--- config.mk ---
export PLATFORM = sky130hd
export DESIGN_NAME = tsa_top
export DESIGN_NICKNAME = d
export VERILOG_FILES = /design/src/tsa_qual.sv /design/src/tsa_top.sv
export SDC_FILE = /design/constraint.sdc
export NUM_CORES = 1
export LEC_CHECK = 0
export ABC_AREA = 0
export CAP_MARGIN = 20
export CORE_ASPECT_RATIO = 0.9
export CORE_MARGIN = 2
export CORE_UTILIZATION = 28
export DETAILED_ROUTE_END_ITERATION = 10
export DONT_BUFFER_PORTS = 1
export SYNTH_ARGS = -nofsm -noshare
export SYNTH_HDL_FRONTEND = slang
export SYNTH_SLANG_ARGS = --single-unit
--- constraint.sdc ---
create_clock -name clk -period 2.3 [get_ports clk]
set_input_delay 0.46 -clock clk [delete_from_list [all_inputs] [get_ports clk]]
set_output_delay 0.46 -clock clk [all_outputs]
set_load 0.01 [all_outputs]
--- src/tsa_qual.sv ---
// ****************************************************************
// shared constants and types
// ****************************************************************
package tsa_pkg;

   localparam int CLK_HZ           = 20_000_000;
   localparam int TICK_MS          = 1;
   // cycles of one delay tick, derived from the clock rate
   localparam int TICK_CYC_DEFAULT = CLK_HZ / 1000 * TICK_MS;

   localparam int TRIPS  = 16;
   localparam int CAUSES = 3;
   localparam int BOARDS = 6;

   // trip bit positions
   localparam int T_SPEED_EXCESS   = 0;
   localparam int T_PULSE_LOSS     = 1;
   localparam int T_FIELD_OVERCUR  = 2;
   localparam int T_HEATSINK       = 3;
   localparam int T_PHASE_LOSS     = 9;
   localparam int T_OTHER          = 14;
   localparam int T_CT_LOSS        = 15;

   // board status bit positions (high = healthy)
   localparam int B_AUX_SUPPLY     = 0;
   localparam int B_TRIGGER_BOARD  = 1;
   localparam int B_CT_DETECTED    = 2;
   localparam int B_FUSES_OK       = 3;
   localparam int B_FIELD_SINK_OK  = 4;
   localparam int B_STACK_TEMP_OK  = 5;

   // synchronised pin vector layout
   localparam int P_TRIP_LSB  = 0;
   localparam int P_CAUSE_LSB = 16;
   localparam int P_BOARD_LSB = 19;
   localparam int P_START     = 25;
   localparam int P_CLEAR     = 26;
   localparam int P_W         = 27;

   // per-trip qualifying delay in ms, index = trip number
   localparam logic [TRIPS-1:0][15:0] DELAY_MS = {
      16'h0064, 16'h0064, 16'h0064, 16'h0064, 16'h0064, 16'h0064, 16'h0064, 16'h0064,
      16'h0064, 16'h0064, 16'h0064, 16'h3a98, 16'h02ee, 16'h3a98, 16'hea60, 16'h0064};

   // extended codes of the generic other trip, index = cause
   localparam logic [7:0][15:0] EXT_CODE = {
      16'hff06, 16'hff05, 16'hf400, 16'hf200, 16'hf006, 16'hf005, 16'hf002, 16'hf001};

   localparam logic [15:0] NO_ALARM  = 16'h0000;
   localparam logic [15:0] TRIP_NONE = 16'h0000;

   // register byte offsets
   localparam logic [7:0] A_ACTIVE  = 8'h00;
   localparam logic [7:0] A_FIRST   = 8'h04;
   localparam logic [7:0] A_LATEST  = 8'h08;
   localparam logic [7:0] A_IRQ_ST  = 8'h0c;
   localparam logic [7:0] A_IRQ_MSK = 8'h10;
   localparam logic [7:0] A_CTRL    = 8'h14;
   localparam logic [7:0] A_BOARD   = 8'h18;

   localparam int IRQ_W       = 2;
   localparam int IRQ_NEW     = 0;
   localparam int IRQ_CLEARED = 1;
   localparam int CTRL_CLEAR  = 0;

   typedef struct packed {
      logic [15:0] cnt;
      logic        q;
   } tsa_qual_st_t;

   typedef struct packed {
      logic        cyc;
      logic        stb;
      logic        we;
      logic [3:0]  sel;
      logic [7:0]  adr;
      logic [31:0] dat;
   } tsa_wb_req_t;

   typedef struct packed {
      logic [P_W-1:0]   s1;
      logic [P_W-1:0]   s2;
      logic [P_W-1:0]   s3;
      logic [P_W-1:0]   filt;
      logic [14:0]      tick_cnt;
      logic             tick;
      logic             start_d;
      logic             clear_d;
      logic [15:0]      active;
      logic [15:0]      first;
      logic [15:0]      latest;
      logic [IRQ_W-1:0] irq_st;
      logic [IRQ_W-1:0] irq_msk;
      logic             irq;
      logic             ack;
      logic [31:0]      dat;
      logic             healthy;
      logic [BOARDS-1:0] led;
   } tsa_st_t;

endpackage

// ****************************************************************
// one trip delay qualifier
// ****************************************************************
module tsa_qual (
   input  wire logic        clk,
   input  wire logic        reset_n,
   input  wire logic        tick,
   input  wire logic        cond,
   input  wire logic [15:0] limit_ms,
   output logic             qual
);

   tsa_pkg::tsa_qual_st_t st_r;
   tsa_pkg::tsa_qual_st_t st_nxt;

   always_comb
   begin
      st_nxt = st_r;
      if (!cond)
      begin
         // any drop restarts the whole delay
         st_nxt.cnt = 16'h0000;
         st_nxt.q   = 1'b0;
      end
      else if (st_r.cnt >= limit_ms)
         st_nxt.q = 1'b1;
      else if (tick)
         st_nxt.cnt = st_r.cnt + 16'h0001;
   end

   always_ff @(posedge clk or negedge reset_n)
   begin
      if (!reset_n)
         st_r <= '0;
      else
         st_r <= st_nxt;
   end

   assign qual = st_r.q;

endmodule

--- src/tsa_top.sv ---
module tsa_top #(
   parameter int TICK_CYCLES = tsa_pkg::TICK_CYC_DEFAULT
) (
   input  wire logic                       clk,
   input  wire logic                       reset_n,
   input  wire logic [tsa_pkg::TRIPS-1:0]  trip_cond,
   input  wire logic [tsa_pkg::CAUSES-1:0] other_cause,
   input  wire logic [tsa_pkg::BOARDS-1:0] board_ok,
   input  wire logic                       start_input,
   input  wire logic                       clear_key,
   input  wire tsa_pkg::tsa_wb_req_t       wb_req,
   output logic [31:0]                     wb_dat_o,
   output logic                            wb_ack_o,
   output logic                            healthy,
   output logic [tsa_pkg::BOARDS-1:0]      board_led,
   output logic                            irq
);

   tsa_pkg::tsa_st_t                st_r;
   tsa_pkg::tsa_st_t                st_nxt;
   logic [tsa_pkg::TRIPS-1:0]       cond;
   logic [tsa_pkg::TRIPS-1:0]       qual;
   logic [tsa_pkg::BOARDS-1:0]      board;

   // ****************************************************************
   // condition assembly
   // ****************************************************************
   assign board = st_r.filt[tsa_pkg::P_BOARD_LSB +: tsa_pkg::BOARDS];

   always_comb
   begin
      cond = st_r.filt[tsa_pkg::P_TRIP_LSB +: tsa_pkg::TRIPS];
      // board lines are healthy-high, so a low line 2..5 is a fault; lines 0 and 1 raise no trip
      cond[tsa_pkg::T_HEATSINK] = cond[tsa_pkg::T_HEATSINK]
                                 | ~board[tsa_pkg::B_FIELD_SINK_OK]
                                 | ~board[tsa_pkg::B_STACK_TEMP_OK];
      cond[tsa_pkg::T_PHASE_LOSS] = cond[tsa_pkg::T_PHASE_LOSS]
                                   | ~board[tsa_pkg::B_FUSES_OK];
      cond[tsa_pkg::T_CT_LOSS] = cond[tsa_pkg::T_CT_LOSS]
                                | ~board[tsa_pkg::B_CT_DETECTED];
   end

   // ****************************************************************
   // per-trip delay qualifiers
   // ****************************************************************
   generate
      for (genvar i = 0; i < tsa_pkg::TRIPS; i++)
      begin : g_qual
         tsa_qual u_qual (
            .clk      (clk),
            .reset_n  (reset_n),
            .tick     (st_r.tick),
            .cond     (cond[i]),
            .limit_ms (tsa_pkg::DELAY_MS[i]),
            .qual     (qual[i])
         );
      end
   endgenerate

   // ****************************************************************
   // next state
   // ****************************************************************
   logic [15:0]  newly;
   logic [15:0]  lowest;
   logic [15:0]  code;
   logic         start_edge;
   logic         clear_edge;
   logic         req;
   logic         wr;
   logic [31:0]  rdat;
   logic         reset_ok;

   always_comb
   begin
      st_nxt = st_r;

      // three-stage pin synchroniser, change taken when stages 2 and 3 agree
      st_nxt.s1 = {clear_key, start_input, board_ok, other_cause, trip_cond};
      st_nxt.s2 = st_r.s1;
      st_nxt.s3 = st_r.s2;
      for (int b = 0; b < tsa_pkg::P_W; b++)
      begin
         if (st_r.s2[b] == st_r.s3[b])
            st_nxt.filt[b] = st_r.s3[b];
      end

      // millisecond tick for the delay qualifiers
      st_nxt.tick = 1'b0;
      if (st_r.tick_cnt >= 15'(TICK_CYCLES - 1))
      begin
         st_nxt.tick_cnt = 15'h0000;
         st_nxt.tick     = 1'b1;
      end
      else
         st_nxt.tick_cnt = st_r.tick_cnt + 15'h0001;

      st_nxt.start_d = st_r.filt[tsa_pkg::P_START];
      st_nxt.clear_d = st_r.filt[tsa_pkg::P_CLEAR];
      start_edge = st_r.filt[tsa_pkg::P_START] & ~st_r.start_d;
      clear_edge = st_r.filt[tsa_pkg::P_CLEAR] & ~st_r.clear_d;

      // bus decode
      req  = wb_req.cyc & wb_req.stb & ~st_r.ack;
      wr   = req & wb_req.we;

      // trips newly qualified this cycle; lowest index wins a tie
      newly  = qual & ~st_r.active;
      lowest = newly & (~newly + 16'h0001);
      code   = lowest;
      if (lowest[tsa_pkg::T_OTHER])
         code = tsa_pkg::EXT_CODE[st_r.filt[tsa_pkg::P_CAUSE_LSB +: tsa_pkg::CAUSES]];

      // reset of the trip word only with no raw condition left
      reset_ok = start_edge & (cond == tsa_pkg::TRIP_NONE) & (qual == tsa_pkg::TRIP_NONE);
      if (reset_ok)
         st_nxt.active = tsa_pkg::TRIP_NONE;
      // codes are disjoint bits, so or is the sum; a set beats the clear
      st_nxt.active = st_nxt.active | qual;

      if (start_edge)
         st_nxt.first = tsa_pkg::TRIP_NONE;
      if ((st_nxt.first == tsa_pkg::TRIP_NONE) && (lowest != tsa_pkg::TRIP_NONE))
         st_nxt.first = lowest;

      if (clear_edge || (wr && wb_req.adr == tsa_pkg::A_CTRL && wb_req.sel[0]
                          && wb_req.dat[tsa_pkg::CTRL_CLEAR]))
         st_nxt.latest = tsa_pkg::NO_ALARM;
      if (lowest != tsa_pkg::TRIP_NONE)
         st_nxt.latest = code;

      // alarm indication toward the panel
      st_nxt.healthy = (st_nxt.active == tsa_pkg::TRIP_NONE);
      st_nxt.led     = board;

      // interrupt status, write one to clear; events win over the clear
      if (wr && wb_req.adr == tsa_pkg::A_IRQ_ST && wb_req.sel[0])
         st_nxt.irq_st = st_r.irq_st & ~wb_req.dat[tsa_pkg::IRQ_W-1:0];
      if (wr && wb_req.adr == tsa_pkg::A_IRQ_MSK && wb_req.sel[0])
         st_nxt.irq_msk = wb_req.dat[tsa_pkg::IRQ_W-1:0];
      if (lowest != tsa_pkg::TRIP_NONE)
         st_nxt.irq_st[tsa_pkg::IRQ_NEW] = 1'b1;
      if (reset_ok && st_r.active != tsa_pkg::TRIP_NONE)
         st_nxt.irq_st[tsa_pkg::IRQ_CLEARED] = 1'b1;
      st_nxt.irq = |(st_nxt.irq_st & st_nxt.irq_msk);

      // read mux; unmapped addresses read zero and still ack
      case (wb_req.adr)
         tsa_pkg::A_ACTIVE  : rdat = {16'h0000, st_r.active};
         tsa_pkg::A_FIRST   : rdat = {16'h0000, st_r.first};
         tsa_pkg::A_LATEST  : rdat = {16'h0000, st_r.latest};
         tsa_pkg::A_IRQ_ST  : rdat = {30'h00000000, st_r.irq_st};
         tsa_pkg::A_IRQ_MSK : rdat = {30'h00000000, st_r.irq_msk};
         tsa_pkg::A_BOARD   : rdat = {26'h0000000, board};
         default            : rdat = 32'h00000000;
      endcase
      st_nxt.ack = req;
      st_nxt.dat = req ? rdat : 32'h00000000;
   end

   // ****************************************************************
   // state register
   // ****************************************************************
   always_ff @(posedge clk or negedge reset_n)
   begin
      if (!reset_n)
      begin
         // a power cycle clears every trip word and the latest alarm
         st_r         <= '0;
         st_r.healthy <= 1'b1;
      end
      else
         st_r <= st_nxt;
   end

   assign wb_dat_o  = st_r.dat;
   assign wb_ack_o  = st_r.ack;
   assign healthy   = st_r.healthy;
   assign board_led = st_r.led;
   assign irq       = st_r.irq;

endmodule

Yosys cells after proc, flatten, opt, wreduce, memory -nomap -nowiden
Memory sizes are Yosys's and may differ from the RTL's.
Index checks and enable logic that the tools add are counted.
{"block": "op_classes", "n_addsub": 18, "magnitude_cmp": 18, "n_eq_ne": 81, "n_mux": 79, "bitwise": 26, "reduce_logical": 35}
{"operator": "2-to-1 mux 16 bit", "count": 39}
{"operator": "adder 16 x 1 -> 16 bit (second input constant)", "count": 17}
{"operator": "2-to-1 mux 17 bit", "count": 16}
{"operator": ">= comparator 16 x 7 -> 1 bit (second input constant)", "count": 12}
{"operator": "case mux 16 bit (6 select lines)", "count": 1}
{"operator": "!= test 2 bit (second input constant)", "count": 35}
{"operator": "zero test 16 bit", "count": 4}
{"operator": "bitwise AND 16 bit", "count": 2}
{"operator": ">= comparator 16 x 14 -> 1 bit (second input constant)", "count": 2}
{"operator": "2-to-1 mux 32 bit", "count": 1}
{"operator": "NOT 16 bit", "count": 2}
{"operator": "AND reduction 2 bit", "count": 16}
{"operator": "nonzero test 16 bit", "count": 2}
{"operator": "== test 1 bit", "count": 27}
{"operator": "!= test 2 x 1 -> 1 bit (second input constant)", "count": 13}
{"operator": "== test 8 x 5 -> 1 bit (second input constant)", "count": 3}
{"operator": "2-to-1 mux 1 bit", "count": 19}
{"operator": "== test 8 x 4 -> 1 bit (second input constant)", "count": 2}
{"operator": ">= comparator 16 x 10 -> 1 bit (second input constant)", "count": 1}
{"operator": ">= comparator 16 bit (second input constant)", "count": 1}
{"operator": "bitwise OR 16 bit", "count": 1}
{"operator": "adder 15 x 1 -> 15 bit (second input constant)", "count": 1}
{"operator": ">= comparator 15 bit (second input constant)", "count": 1}
{"operator": "2-to-1 mux 15 bit", "count": 1}
{"operator": "other kinds (13)", "count": 38}
{"block": "word_totals", "reg_bits": 491, "romBits": 128, "in_bits": 76, "memories": 1}
{"memory": "(name not given)", "depth": 8, "width": 16, "rd": 1, "rd_clocked_by_memory_dff": 0, "wr": 0, "line": "tsa_top.sv:111", "text": "code = tsa_pkg::EXT_CODE[st_r.filt[tsa_pkg::P_CAUSE_LSB +: tsa_pkg::CAUSES]];"}

Logic depth before layout (Yosys ltp)
{"block": "depth", "depth_word": 10, "mapped_depth": 9, "ltp_nobuf": 8}

Cells and area by module
Synthesis repeated with hierarchy kept, for this count alone.
{"block": "unflattened", "cells_unflattened": 3047, "hier_area_um2": 29318.1}
{"mod": "tsa_qual", "instances": 16, "cells_per_inst": 155, "area_each_um2": 1356.3, "seq_area_each_um2": 425.4}
{"mod": "tsa_top", "instances": 1, "cells_per_inst": 567, "area_each_um2": 7617.3, "seq_area_each_um2": 5081.1}

Worst setup path after synthesis
Ideal clock, no wire load.
{"block": "synth_path", "path_type": "input port to flip-flop", "from": "input wb_req[33] in the netlist's numbering", "to": "register st_r[55] in the netlist's numbering", "arrival_ps": 2222, "required_time_ps": 2174, "setup_slack_ps": -48, "cell_stages": 8, "cell_sequence": "or3_4 > or3_1 > buf_6 > nor4_4 > a21oi_2 > nor3b_4 > buf_6 > a221o_1"}
{"block": "synth_between", "elab_chain_cells": 6}
{"item": "from (decl)", "line": "tsa_top.sv:11", "text": "input wire tsa_pkg::tsa_wb_req_t wb_req,"}
{"item": "== test 8 x 5 -> 1 bit", "line": "tsa_top.sv:125", "text": "if (clear_edge || (wr && wb_req.adr == tsa_pkg::A_CTRL && wb_req.sel[0]"}
{"item": "logical AND 1 bit (2 in series)", "line": "tsa_top.sv:125"}
{"item": "logical AND 1 bit", "line": "tsa_top.sv:126", "text": "&& wb_req.dat[tsa_pkg::CTRL_CLEAR]))"}
{"item": "logical OR 1 bit", "line": "tsa_top.sv:125"}
{"item": "nonzero test 2 bit (no line)"}
{"item": "to (signal assigned)", "line": "tsa_top.sv:172", "text": "st_r <= st_nxt;"}
{"item": "to (decl)", "line": "tsa_top.sv:19", "text": "tsa_pkg::tsa_st_t st_r;"}
No other way between the ends.
A chain may end at the register's enable or synchronous reset.

==> metrics.txt <==
outcome=finished with violations; area post-placement=20700 um^2; # hold bufs at CTS=29; nature of the critical path endpoint=flop; Async SR Flop Fraction=1.00; routed len/inst=13.9 um; violations in the final reports=hold timing; Synth Area in Simple Gates=0.188; Final Hold Fails=474; Synth Area in Compound Gates=0.0740; Port Buffers=0; Clock Latency Late Sink=600 ps; clk sinks=475; critical path startpoint=g_qual[7].u_qual.qual; Avg Inst Size Synth=11.8 um^2; layout cells sized above 1=0.101; grt total ovfl=0; Setup Viol. Count Final=0; Worst R2R End=irq; Initial Util=0.283; Nets=1826; Slew headroom=0.196; Worst Slack Setup Final=98.4 ps; Post-synth EDFFs=0; Final Util=0.331; Clock Pin Slew Worst Setup and Hold Paths=60 ps; first-pass GRT wire length=62.5 mm; Final Cell Area=22700 um^2; H-tree Lvls=2; dpl hpwl=24.4 mm; Max Fclk=454 MHz; HP Class=in2async; Die Y=254 um; CTS tree=yes; Primary FF master, synth=dfrtp_1; CP Max Fanout=3; row count=91; gpl congestion=0.814; Setup Skew=19.1 ps; Routed WL=37.4 mm; GRT Overall Usage=0.106; Worst Tran Pin Value=1210 ps; vias in the first global route=12100; synthesis-to-finish area growth=16.9%; synthesized instance count=1644; RR Startpoint=g_qual[7].u_qual.qual; chip width=282 um; R2R depth=8; Max-cap violations=0; Seq/Total Area, Yosys=0.611; antenna violations before repair=3; adder-cell share of the synthesized area=0.0351; mapped cell area=19400 um^2; drt first pass iters=5; fin. max-slew vios=0; core area=68700 um^2; synth unique cells=74; # IOs=117; DR iter-0 viols=866; Die Footprint=71600 um^2; total CTS buffers=52; critical path arrival=2680 ps; period utilization=0.957; setup_tns=0 ps; setup slack, reg-to-reg=100 ps; critical path data required time=2780 ps; #FFs+latches synth=475; WS Path Type=reg2reg; xor and xnor area share after synthesis=0.0482; DP Worst Slack=-5.08 ps; final hold slack=-415 ps; mux share of post-synthesis cell area=0.00836; main combinational cell family by area after synthesis=simple AND/OR/NAND/NOR gates; RSZ-0062 raised after global routing=false; largest net degree at the start of global routing=476; residual DRC count=0; Yosys warnings=0; root buf cell=clkbuf_16; Worst IR Drop VDD=483 uV; vias per cell=4.43; Tmin final=2200 ps; clock tree buffer depth=3; pwr/cell area=760 nW/um^2; startpoint types=flop; vias post-DR=11900; Routed Antenna Nets=0; Leak=10.5 nW
[worst max path at each step]
stage	slack, ps	end
2_1_floorplan	-50	st_r[55]
3_3_place_gp	3	st_r[53]
3_5_place_dp	-5	st_r[46]
4_1_cts	50	st_r[52]
5_1_grt	5	g_qual[3].u_qual.st_r[7]
6_report	100	irq
[report_power, final]
part / internal [W] / switching, W
clock: 0.00494 / 0.00337
combinational: 0.000176 / 0.000217
sequential: 0.00850 / 0.0000817
[timing repair]
action / in CTS / in global routing
endpoints found under the setup margin: 0 / 22
hold endpoints to repair: 504 / 475
resized for setup: 0 / 5
setup buffers: 0 / 1
[synth_stat cells, types with 14 or more instances]
library cell | n | area share
mux2i_1 | 14 | 0.0072
and2_1 | 190 | 0.061
a21boi_0 | 17 | 0.0066
nor2b_1 | 40 | 0.013
buf_4 | 39 | 0.015
a21oi_1 | 20 | 0.0051
xnor2_1 | 70 | 0.032
clkbuf_1 | 47 | 0.0091
inv_1 | 48 | 0.0093
nor4_1 | 31 | 0.010
maj3_1 | 27 | 0.014
nand4_1 | 66 | 0.021
nor2_1 | 99 | 0.019
and3_1 | 18 | 0.0058
xor2_1 | 37 | 0.017
nor3_1 | 35 | 0.0090
dfrtp_1 | 474 | 0.61
o21ai_0 | 38 | 0.0098
ha_1 | 33 | 0.021
nand2b_1 | 15 | 0.0048
a21o_1 | 17 | 0.0066
o21a_1 | 21 | 0.0081
nand2_1 | 71 | 0.014
nand3_1 | 38 | 0.0098
[logic make-up after synthesis]
kind of cell / count (synthesis)
adder cells (fa/ha/maj): 60
flip-flops: 475
buffers and inverters: 137
other: 1
AO/OA/AOI/OAI: 195
XOR/XNOR: 107
multiplexers: 16
AND/OR/NAND/NOR: 653
[area by class of cell]
cell class,instances,area (um^2)
Tap cell,930,1160
Inverter,49,184
Fill cell,6770,45900
Clock buffer,76,1520
Antenna cell,3,7.51
Sequential cell,475,11900
Timing Repair Buffer,92,788
Clock inverter,19,215
Multi-Input combinational cell,1047,6970
[critical path, cell delays in order, from the launching register on]
cell     delay (ps)
dfrtp_1         370
nor2b_1         150
or2_2           340
nor4_2          320
buf_4           170
nand2_2          80
buf_4           150
a211o_1         280
a22o_1          240
[registers in the layout, indices dropped and copies added (netlist names)]
name and cells:
g_qual.u_qual.qual 16, board 6, healthy 1, wb_ack_o 1, cond 13, st_r 103, g_qual.u_qual.st_r 256, irq 1
st_nxt 56, board_led 6, wb_dat_o 16
[per-stage QoR]
stage,power (W),std cells
detailed placement,0.00908,2563
floorplan,0.00898,1659
CTS,0.0176,2687
global placement,0.00906,2563
global route,0.0180,2690
finish,0.0173,2691
[cell usage in the layout (no fill, tap or decap), types with 35 or more instances in the layout]
| cell | netlist | routed |
|---|---|---|
| o21ai_0 | 38 | 38 |
| dfrtp_1 | 474 | 474 |
| nor2_1 | 99 | 97 |
| clkbuf_16 | 0 | 52 |
| xor2_1 | 37 | 37 |
| and2_1 | 190 | 190 |
| nand2_1 | 71 | 71 |
| nand3_1 | 38 | 38 |
| nor3_1 | 35 | 35 |
| buf_4 | 39 | 61 |
| nor2b_1 | 40 | 40 |
| xnor2_1 | 70 | 70 |
| inv_1 | 48 | 48 |
| nand4_1 | 66 | 66 |
[layer usage]
layer	track usage	vias up	wire length, um
li1	-	5729	-
met4	0.0345	2	719
met1	0.149	5921	18100
met5	0	-	16
met3	0.0231	58	1720
met2	0.163	212	16900
No activity file was read; power rests on OpenSTA's default activity.
